===== config.mk =====
export PLATFORM = sky130hd
export DESIGN_NAME = sst_status
export DESIGN_NICKNAME = d
export VERILOG_FILES = /design/src/sst_cond_det.v /design/src/sst_status.v
export VERILOG_INCLUDE_DIRS = /design/src
export SDC_FILE = /design/constraint.sdc
export NUM_CORES = 1
export LEC_CHECK = 0
export BUFFER_PORTS_ARGS = -buffer_cell sky130_fd_sc_hd__buf_4
export CAP_MARGIN = 25
export CORE_ASPECT_RATIO = 1.1
export CORE_MARGIN = 1.5
export CORE_UTILIZATION = 46
export CTS_CLUSTER_DIAMETER = 120
export DETAILED_ROUTE_END_ITERATION = 12
export HOLD_SLACK_MARGIN = 0.05
export PLACE_DENSITY = 0.75
export SLEW_MARGIN = 40
export SYNTH_ARGS = -nofsm -noshare
export SYNTH_HDL_FRONTEND = slang
export SYNTH_SLANG_ARGS = --single-unit

===== constraint.sdc =====
create_clock -name CORE_CLK_I -period 2.55 [get_ports CORE_CLK_I]
set_input_delay 0.51 -clock CORE_CLK_I [delete_from_list [all_inputs] [get_ports CORE_CLK_I]]
set_output_delay 0.51 -clock CORE_CLK_I [all_outputs]
set_load 0.03 [all_outputs]

===== src/sst_map.vh =====
// sst_map.vh: register offsets, field positions, reset values and counts
// for the bus status and error tracking block.
// assumes: included by bare name by every design file of the block.
`ifndef SST_MAP_VH
`define SST_MAP_VH

// ************************************************************
// register byte addresses
// ************************************************************
`define SST_ADDR_W 12
`define SST_OFF_STATUS 12'h344
`define SST_OFF_CTRL 12'h348
`define SST_OFF_MASK 12'h34c

// ************************************************************
// status register fields
// ************************************************************
`define SST_SLV_ADDR_LSB 1
`define SST_SLV_ADDR_MSB 7
`define SST_MST_ADDR_LSB 9
`define SST_MST_ADDR_MSB 15
`define SST_BIT_DONE 24
`define SST_BIT_NOACK 25
`define SST_BIT_ARB 26
`define SST_BIT_COND 27
`define SST_BIT_CKSUM 28
`define SST_BIT_UNMAP 29
`define SST_EVT_LSB 24
`define SST_EVT_MSB 29
`define SST_EVT_W 6

// ************************************************************
// control register fields
// ************************************************************
`define SST_BIT_IGN_MASTERS 16
`define SST_BIT_IGN_CKSUM 17

// ************************************************************
// reset values and counts
// ************************************************************
`define SST_EVT_RST 6'h00
`define SST_CTRL_RST 2'h0
`define SST_MASK_RST 6'h00
`define SST_ARB_LIMIT 16
`define SST_ARB_CNT_W 5

`endif


===== src/sst_cond_det.v =====
// sst_cond_det.v: samples the bus clock and data lines with the core
// clock and reports a start or stop condition seen while a byte is moving.
// assumes: the line inputs are asynchronous pins; byte_busy_i is on the
// core clock and high while the master engine shifts bits of a byte.
`timescale 1ns/1ps
`default_nettype none
`include "sst_map.vh"

module sst_cond_det (
  input wire clk_i,
  input wire srst_i,
  input wire scl_i,
  input wire sda_i,
  input wire byte_busy_i,
  output reg misplaced_o
);

  // ************************************************************
  // line synchronisers
  // ************************************************************
  reg scl_meta;
  reg sda_meta;
  reg scl_sync;
  reg sda_sync;
  reg scl_last;
  reg sda_last;
  wire start_seen;
  wire stop_seen;

  // two flops per line, then one more stage for edge finding
  always @(posedge clk_i) begin
    if (srst_i) begin
      scl_meta <= 1'b1;
      sda_meta <= 1'b1;
      scl_sync <= 1'b1;
      sda_sync <= 1'b1;
      scl_last <= 1'b1;
      sda_last <= 1'b1;
    end else begin
      scl_meta <= scl_i;
      sda_meta <= sda_i;
      scl_sync <= scl_meta;
      sda_sync <= sda_meta;
      scl_last <= scl_sync;
      sda_last <= sda_sync;
    end
  end

  // ************************************************************
  // condition detection
  // ************************************************************
  // data falls (start) or rises (stop) while the clock stays high
  assign start_seen = scl_sync & scl_last & sda_last & ~sda_sync;
  assign stop_seen = scl_sync & scl_last & ~sda_last & sda_sync;

  // one-cycle pulse when a condition lands inside a byte
  always @(posedge clk_i) begin
    if (srst_i) begin
      misplaced_o <= 1'b0;
    end else begin
      misplaced_o <= byte_busy_i & (start_seen | stop_seen);
    end
  end

endmodule // sst_cond_det
`default_nettype wire


===== src/sst_status.v =====
// sst_status.v: status, error tracking and arbitration retry control
// for the two serial management buses, with an apb register slave.
// assumes: event inputs are one-cycle pulses from engines on the core
// clock; address and mode inputs are stable while reset is held.
`timescale 1ns/1ps
`default_nettype none
`include "sst_map.vh"

module sst_status #(
  parameter ARB_LIMIT = `SST_ARB_LIMIT
) (
  input wire CORE_CLK_I,
  input wire SRST_I,
  // apb slave
  input wire PSEL_I,
  input wire PENABLE_I,
  input wire PWRITE_I,
  input wire [`SST_ADDR_W-1:0] PADDR_I,
  input wire [31:0] PWDATA_I,
  output reg [31:0] PRDATA_O,
  output reg PREADY_O,
  output reg PSLVERR_O,
  // assigned addresses and load mode, held steady during reset
  input wire [6:0] SLV_ADDR_I,
  input wire [6:0] MST_ADDR_I,
  input wire LOAD_MODE_I,
  // bus lines of the master interface
  input wire MST_SCL_I,
  input wire MST_SDA_I,
  // master engine events
  input wire BYTE_BUSY_I,
  input wire NACK_I,
  input wire ARB_LOST_I,
  input wire ARB_WON_I,
  // rom loader events
  input wire LOAD_END_I,
  input wire LOAD_FAIL_I,
  input wire CKSUM_BAD_I,
  input wire CFG_DONE_SEEN_I,
  input wire UNMAPPED_WR_I,
  // outputs to the engines and system
  output reg ARB_RETRY_O,
  output reg XACT_ABORT_O,
  output reg IGNORE_MASTERS_O,
  output reg IGNORE_CKSUM_O,
  output reg IRQ_O
);

  // ************************************************************
  // declarations
  // ************************************************************
  reg [6:0] slave_bus_address;
  reg [6:0] master_bus_address;
  reg load_mode;
  reg [`SST_EVT_W-1:0] evt;
  reg [`SST_EVT_W-1:0] next_evt;
  reg [`SST_EVT_W-1:0] evt_set;
  reg [`SST_EVT_W-1:0] evt_mask;
  reg ignore_competing_masters;
  reg ignore_load_checksum;
  reg [`SST_ARB_CNT_W-1:0] arb_cnt;
  reg [`SST_ARB_CNT_W-1:0] next_arb_cnt;
  reg arb_abort;
  reg arb_retry;
  reg [31:0] smbus_status_flags;
  reg [31:0] rd_mux;
  reg rd_hit;
  wire misplaced;
  wire apb_setup_done;
  wire apb_commit;
  wire wr_status;
  wire wr_ctrl;
  wire wr_mask;
  wire cksum_fail;
  localparam [`SST_ARB_CNT_W-1:0] ARB_LAST = ARB_LIMIT - 1;

  // ************************************************************
  // captured addresses and mode
  // ************************************************************
  // follow the init inputs while reset is held, then freeze them
  always @(posedge CORE_CLK_I) begin
    if (SRST_I) begin
      slave_bus_address <= SLV_ADDR_I;
      master_bus_address <= MST_ADDR_I;
      load_mode <= LOAD_MODE_I;
    end
  end

  // ************************************************************
  // misplaced condition detector
  // ************************************************************
  sst_cond_det i_sst_cond_det (
    .clk_i(CORE_CLK_I),
    .srst_i(SRST_I),
    .scl_i(MST_SCL_I),
    .sda_i(MST_SDA_I),
    .byte_busy_i(BYTE_BUSY_I),
    .misplaced_o(misplaced)
  );

  // ************************************************************
  // arbitration retry and abort
  // ************************************************************
  // consecutive loss count; a win or an abort starts it over
  always @* begin
    next_arb_cnt = arb_cnt;
    arb_abort = 1'b0;
    arb_retry = 1'b0;
    if (ignore_competing_masters) begin
      next_arb_cnt = {`SST_ARB_CNT_W{1'b0}};
    end else if (ARB_WON_I) begin
      next_arb_cnt = {`SST_ARB_CNT_W{1'b0}};
    end else if (ARB_LOST_I) begin
      if (arb_cnt == ARB_LAST) begin
        arb_abort = 1'b1;
        next_arb_cnt = {`SST_ARB_CNT_W{1'b0}};
      end else begin
        arb_retry = 1'b1;
        next_arb_cnt = arb_cnt + 1'b1;
      end
    end
  end

  // counter and one-cycle retry and abort pulses
  always @(posedge CORE_CLK_I) begin
    if (SRST_I) begin
      arb_cnt <= {`SST_ARB_CNT_W{1'b0}};
      ARB_RETRY_O <= 1'b0;
      XACT_ABORT_O <= 1'b0;
    end else begin
      arb_cnt <= next_arb_cnt;
      ARB_RETRY_O <= arb_retry;
      XACT_ABORT_O <= arb_abort;
    end
  end

  // ************************************************************
  // event collection
  // ************************************************************
  // checksum counts as failing when bad and not ignored, or no done cmd
  assign cksum_fail = (CKSUM_BAD_I & ~ignore_load_checksum)
                      | ~CFG_DONE_SEEN_I;

  // set terms for each sticky bit, lsb is the done flag
  always @* begin
    evt_set = {`SST_EVT_W{1'b0}};
    evt_set[`SST_BIT_DONE-`SST_EVT_LSB] = load_mode
                                           & (LOAD_END_I | LOAD_FAIL_I);
    evt_set[`SST_BIT_NOACK-`SST_EVT_LSB] = NACK_I;
    evt_set[`SST_BIT_ARB-`SST_EVT_LSB] = arb_abort;
    evt_set[`SST_BIT_COND-`SST_EVT_LSB] = misplaced;
    evt_set[`SST_BIT_CKSUM-`SST_EVT_LSB] = load_mode & LOAD_END_I
                                            & cksum_fail;
    evt_set[`SST_BIT_UNMAP-`SST_EVT_LSB] = UNMAPPED_WR_I;
  end

  // ************************************************************
  // apb access decode
  // ************************************************************
  // pready rises one cycle into the access phase, commit on the edge after that
  assign apb_setup_done = PSEL_I & PENABLE_I & ~PREADY_O;
  assign apb_commit = PSEL_I & PENABLE_I & PREADY_O;
  assign wr_status = apb_commit & PWRITE_I & (PADDR_I == `SST_OFF_STATUS);
  assign wr_ctrl = apb_commit & PWRITE_I & (PADDR_I == `SST_OFF_CTRL);
  assign wr_mask = apb_commit & PWRITE_I & (PADDR_I == `SST_OFF_MASK);

  // ************************************************************
  // sticky status bits
  // ************************************************************
  // write one clears bits 25..29, done bit stays read-only;
  // a set arriving with a clear wins
  always @* begin
    next_evt = evt;
    if (wr_status) begin
      next_evt[`SST_EVT_W-1:1] = evt[`SST_EVT_W-1:1]
                                 & ~PWDATA_I[`SST_EVT_MSB:`SST_EVT_LSB+1];
    end
    next_evt = next_evt | evt_set;
  end

  // status flag storage
  always @(posedge CORE_CLK_I) begin
    if (SRST_I) begin
      evt <= `SST_EVT_RST;
    end else begin
      evt <= next_evt;
    end
  end

  // ************************************************************
  // control and mask registers
  // ************************************************************
  // software writable control bits and interrupt mask
  always @(posedge CORE_CLK_I) begin
    if (SRST_I) begin
      ignore_competing_masters <= 1'b0;
      ignore_load_checksum <= 1'b0;
      evt_mask <= `SST_MASK_RST;
    end else begin
      if (wr_ctrl) begin
        ignore_competing_masters <= PWDATA_I[`SST_BIT_IGN_MASTERS];
        ignore_load_checksum <= PWDATA_I[`SST_BIT_IGN_CKSUM];
      end
      if (wr_mask) begin
        evt_mask <= PWDATA_I[`SST_EVT_MSB:`SST_EVT_LSB];
      end
    end
  end

  // ************************************************************
  // read data
  // ************************************************************
  // full status word, reserved bits held at zero
  always @* begin
    smbus_status_flags = 32'h0000_0000;
    smbus_status_flags[`SST_SLV_ADDR_MSB:`SST_SLV_ADDR_LSB] = slave_bus_address;
    smbus_status_flags[`SST_MST_ADDR_MSB:`SST_MST_ADDR_LSB] = master_bus_address;
    smbus_status_flags[`SST_EVT_MSB:`SST_EVT_LSB] = evt;
  end

  // register select, unmapped addresses flagged
  always @* begin
    rd_mux = 32'h0000_0000;
    rd_hit = 1'b1;
    case (PADDR_I)
      `SST_OFF_STATUS: begin
        rd_mux = smbus_status_flags;
      end
      `SST_OFF_CTRL: begin
        rd_mux[`SST_BIT_IGN_MASTERS] = ignore_competing_masters;
        rd_mux[`SST_BIT_IGN_CKSUM] = ignore_load_checksum;
      end
      `SST_OFF_MASK: begin
        rd_mux[`SST_EVT_MSB:`SST_EVT_LSB] = evt_mask;
      end
      default: begin
        rd_hit = 1'b0;
      end
    endcase
  end

  // ************************************************************
  // apb answer
  // ************************************************************
  // one wait state; data and error are held with pready for one cycle
  always @(posedge CORE_CLK_I) begin
    if (SRST_I) begin
      PREADY_O <= 1'b0;
      PRDATA_O <= 32'h0000_0000;
      PSLVERR_O <= 1'b0;
    end else begin
      PREADY_O <= apb_setup_done;
      if (apb_setup_done) begin
        PRDATA_O <= PWRITE_I ? 32'h0000_0000 : rd_mux;
        PSLVERR_O <= ~rd_hit;
      end else begin
        PRDATA_O <= 32'h0000_0000;
        PSLVERR_O <= 1'b0;
      end
    end
  end

  // ************************************************************
  // interrupt and control outputs
  // ************************************************************
  // level interrupt from any unmasked sticky bit, registered on the same edge as that bit
  always @(posedge CORE_CLK_I) begin
    if (SRST_I) begin
      IRQ_O <= 1'b0;
      IGNORE_MASTERS_O <= 1'b0;
      IGNORE_CKSUM_O <= 1'b0;
    end else begin
      IRQ_O <= |(next_evt & evt_mask);
      IGNORE_MASTERS_O <= ignore_competing_masters;
      IGNORE_CKSUM_O <= ignore_load_checksum;
    end
  end

endmodule // sst_status
`default_nettype wire


== After elaboration in Yosys (flattened, before gate mapping) ==
Cells that the tools add are included.
W data, S select, Z words.

* Register bits: 80
* Input bits: 75
* Logic and storage cells: 82

* Add/sub/neg operators: 1
* Eq/ne operators: 4
* Multiplexer cells: 9
* Bitwise gates (word level): 34
* Reductions and logical operators: 8

{| class="wikitable"
|+ Operators with widths
! kind !! count
|-
| $eq A12 B10 Y1 const B || 3
|-
| $and A1 B1 Y1 || 17
|-
| $pmux W6 S2 || 1
|-
| $reduce_or A4 Y1 || 3
|-
| $mux W5 || 2
|-
| $not A1 Y1 || 10
|-
| $reduce_or A3 Y1 || 3
|-
| $and A6 B6 Y6 || 1
|-
| $mux W1 || 6
|-
| $or A6 B6 Y6 || 1
|-
| $reduce_or A6 Y1 || 1
|-
| $add A5 B1 Y5 const B || 1
|-
| $and A5 B5 Y5 || 1
|-
| $eq A5 B4 Y1 const B || 1
|-
| $not A5 Y5 || 1
|-
| $or A1 B1 Y1 || 3
|-
| $reduce_or A2 Y1 || 1
|}

== Longest topological paths before layout ==
* Depth after elaboration: 8
* Depth in mapped cells: 6

== Cells and area by module ==
From an unflattened synthesis, not the netlist that was laid out.

* Cells, all modules: 207
* Area, all modules: 2448.6 µm²

{| class="wikitable"
|+ By module, submodules not included
! module !! instances !! cells an instance !! area each (µm²) !! seq. area each (µm²)
|-
| sst_status || 1 || 191 || 2249.7 || 1411.4
|-
| sst_cond_det || 1 || 16 || 198.9 || 140.1
|}

== Worst setup path before layout ==
Ideal clock, no wire load.

* Kind: input-to-reg
* From: in PADDR_I[5]
* To: reg evt_mask[3]
* Arrival time: 2071 ps
* Data required time: 2422 ps
* Path slack: 351 ps
* Cell stages on the path: 6
* Cells stage by stage: or4b_4 -> or3_4 -> or3_1 -> buf_6 -> mux2i_1 -> nor2_1

* Word-level cells in the longest chain between the ends: 2

{| class="wikitable"
|+ Ends and longest elaborated chain
! what !! line !! RTL
|-
| start, declared || sst_status.v:18 || <nowiki>input wire [`SST_ADDR_W-1:0] PADDR_I,</nowiki>
|-
| $eq A12 B10 Y1 || -- ||
|-
| $and A1 B1 Y1 || sst_status.v:165 || <nowiki>assign wr_mask = apb_commit & PWRITE_I & (PADDR_I == `SST_OFF_MASK);</nowiki>
|-
| end signal, assigned || sst_status.v:198 || <nowiki>evt_mask <= `SST_MASK_RST;</nowiki>
|-
| end signal, assigned || sst_status.v:205 || <nowiki>evt_mask <= PWDATA_I[`SST_EVT_MSB:`SST_EVT_LSB];</nowiki>
|-
| end, declared || sst_status.v:58 || <nowiki>reg [`SST_EVT_W-1:0] evt_mask;</nowiki>
|}

No other way between the ends.
A chain may end at the register's enable or synchronous reset.

== Worst setup path in the final report ==
* From: in PADDR_I[5]
* To: reg ignore_load_checksum

* Word-level cells in the longest chain between the ends: 2

{| class="wikitable"
|+ Ends and longest elaborated chain
! what !! line !! RTL
|-
| $eq A12 B10 Y1 || -- ||
|-
| $and A1 B1 Y1 || sst_status.v:164 || <nowiki>assign wr_ctrl = apb_commit & PWRITE_I & (PADDR_I == `SST_OFF_CTRL);</nowiki>
|-
| end signal, assigned || sst_status.v:202 || <nowiki>ignore_load_checksum <= PWDATA_I[`SST_BIT_IGN_CKSUM];</nowiki>
|-
| end, declared || sst_status.v:60 || <nowiki>reg ignore_load_checksum;</nowiki>
|}

No other way between the ends.

==> impl_metrics.py <==
metrics = {
    "flow_run": {
        "drv_cap": 0,
    },
    "routing": {
        "wl_mm": 4.65,
        "drtIter0Drc": 83,
        "num_vias": 1757,
        "drc_errors": 0,
        "via_per_inst": 4.89,
        "first_pass_iters": 4,
        "wire_per_inst_um": 13.0,
        "postRouteAntennaNets": 0,
    },
    "grt": {
        "antenna_found_initial": 0,
        "grt_max_degree": 32,
        "grt_pass1_wl_mm": 7.39,
        "grt_pass1_vias": 1648,
        "grt.overflow.total": 0,
        "track_usage_pct": 17.4,
    },
    "place": {
        "dpl_cell_area_mm2": 0.00308,
        "port-buffer-count": 79,
        "dpl.hpwl_mm": 3.42,
        "gp_congestion": 0.707,
        "placed_cells": 343,
    },
    "critical_path": {
        "critPathMaxStageDelay_ns": 0.54,
        "reg2reg_to": "IRQ_O",
        "rr_startpoint": "arb_cnt[0]",
        "cp-end-kind": "register",
        "worstSetupPathType": "primary input to register",
        "crit_buf_inv": 2,
        "path_delay_family": "simple AND/OR/NAND/NOR gates",
        "rr_worst_depth": 6,
        "cp.arrival_ns": 2.32,
        "cp_common_cell": "buf_4",
        "crit_fanout": 4,
        "reg2reg_setup_slack_ns": 0.76,
        "critPathSlowestCell": "or4b_4",
        "required_ns": 2.77,
        "path_cells": "buf_4 > or4b_4 > or3_4 > buf_4 > nor3_1 > mux2i_1 > nor2_1",
        "worstSetupStartpointType": "primary input",
    },
    "clock_network": {
        "cts_tree": "built",
        "cts_sinks": 70,
        "post_cts_buffers": 0,
        "cts_htree_levels": 3,
        "clkTransAtPathRegs_ns": 0.07,
        "numCtsBuffers": 9,
        "holdBufCountCts": 0,
        "cts-resized-gates": 0,
        "clock_latency_ns": 0.34,
        "clockRootBuffer": "clkbuf_8",
        "clk_path_buf_depth": 2,
    },
    "logic_synthesis": {
        "ys_seq_area_share_pct": 63.6,
        "yosysTopAreaCell": "dfxtp_1",
        "synth_area_mm2": 0.00244,
        "ys_types": 42,
        "syn-instance-count": 207,
        "synth_seq_cells": 70,
        "yosysWarnings": 0,
        "yosys-top-cells-count": "dfxtp_1 (55), nor2_1 (19), and2_1 (16)",
        "synthMostInstantiatedCell": "dfxtp_1",
        "yosys.area.top_type_share_pct": 45.1,
        "synth_area_per_cell_um2": 11.8,
        "synth_ff_type": "dfxtp_1",
        "netlist_top_cells_area": "dfxtp_1 (45%), edfxtp_1 (18%), and2_1 (4.1%)",
        "synth-edff-count": 15,
        "async_flop_share_pct": 0,
    },
    "hold_path": {
        "min_to": "load_mode",
        "hp-start": "LOAD_MODE_I",
        "holdPathStages": 1,
        "hp-class": "primary input to register",
    },
    "cells_and_area": {
        "area_growth_pct": 35.8,
        "num_antenna_cells": 0,
        "layout.cells.non_filler": 359,
        "stdcell_area_mm2": 0.00331,
        "drive_above_1_share_pct": 36.9,
        "num-nets-final": 372,
    },
    "floorplan": {
        "die_h_um": 79.4,
        "ios": 114,
        "start_util_pct": 48.1,
        "die_width_um": 72.4,
        "core_mm2": 0.00507,
        "rows": 27,
        "dieArea_mm2": 0.00575,
    },
    "outcome": {
        "status": "completed",
    },
    "sta": {
        "clock_skew_ns": 0.00681,
        "finalCriticalPeriod_ns": 2.10,
        "rsz0062_at_grt": "no",
        "period_share_pct": 82.3,
        "setup_violations": 0,
        "fin_tns_setup_ns": 0,
        "hold_viol_final": 0,
        "slew_violations": 0,
        "fmax_mhz": 477,
    },
    "power": {
        "power.density_mw_per_mm2": 701,
        "ir_drop_v": 0.000461,
        "cellLeakagePower_nw": 1.46,
    },
}
## registers in the layout, summed over array words and instances, names as in the netlist, 5 cells and up
| signal | flops |
|---|---|
| PRDATA_O | 22 |
| master_bus_address | 7 |
| slave_bus_address | 7 |
| evt | 6 |
| evt_mask | 6 |
| arb_cnt | 5 |
## routing by layer
metal	vias to the layer above	global-route usage [%]	routed length (um)
li1	876	-	-
met1	807	20.7	1950
met2	62	28.1	2300
met3	12	4.42	271
met4	0	10.9	129
met5	-	0	0
## final cells by class
| cell class | count | area, um^2 |
|---|---|---|
| multi-input combinational | 125 | 803 |
| tap | 58 | 72.6 |
| clock inverter | 5 | 97.6 |
| timing repair buffer | 85 | 638 |
| inverter | 5 | 18.8 |
| fill | 406 | 1750 |
| clock buffer | 11 | 131 |
| sequential | 70 | 1550 |
## kinds of logic (layout without fill, tap and decap cells)
| group | after synthesis | in the layout | synth area share [%] |
|---|---|---|---|
| other | 1 | 10 | 0.154 |
| AOI/OAI and AO/OA | 24 | 24 | 7.08 |
| adders and majority gates | 1 | 1 | 0.513 |
| DFF | 70 | 70 | 63.6 |
| xor gates and xnor gates | 3 | 3 | 1.08 |
| and+or+nand+nor | 77 | 77 | 18.4 |
| buffers and inverters | 21 | 106 | 5.08 |
| muxes | 10 | 10 | 4.15 |
## through the flow
stage | util (%) | total power, mW | hold WS, ns | setup slack, ns
5_1_grt | 65.4 | 2.41 | 0.338 | 0.389
3_3_place_gp | 60.9 | 1.33 | 0.393 | 0.129
3_5_place_dp | 60.9 | 1.33 | 0.399 | 0.112
4_1_cts | 65.4 | 2.35 | 0.334 | 0.470
6_report | 65.4 | 2.32 | 0.351 | 0.452
2_1_floorplan | - | 1.26 | 0.389 | 0.351
## power breakdown
group	internal [mW]	total (mW)	switching, mW
Sequential	1.16	1.17	0.00957
Combinational	0.0687	0.133	0.0640
Clock	0.644	1.02	0.374
Total	1.88	2.32	0.447
## how the worst max path moves through the flow
| stage | depth (start not counted) | slack (ns) | endpoint | from |
|---|---|---|---|---|
| after floorplan | 6 | 0.35 | evt_mask[3] | PADDR_I[5] |
| after global placement | 6 | 0.13 | evt_mask[3] | PADDR_I[5] |
| final | 7 | 0.45 | ignore_load_checksum | PADDR_I[5] |
| after CTS | 7 | 0.47 | ignore_load_checksum | PADDR_I[5] |
| after global routing | 6 | 0.39 | evt_mask[2] | PADDR_I[5] |
| after detailed placement | 7 | 0.11 | ignore_load_checksum | PADDR_I[5] |
## placed cells by master (no fill, tap or decap), types with 4 or more instances in the layout
cell,Yosys,routed
nor2b_1,4,4
o21ai_0,5,5
nand2_1,7,7
or2_2,6,6
mux2i_1,9,9
a21oi_1,4,4
inv_1,5,5
and2_1,16,16
a22o_1,6,6
conb_1,1,10
nor2_1,19,19
edfxtp_1,15,15
nor3_1,4,4
clkbuf_8,0,9
dfxtp_1,55,55
buf_4,10,85
No activity file was read; power rests on OpenSTA's default activity.
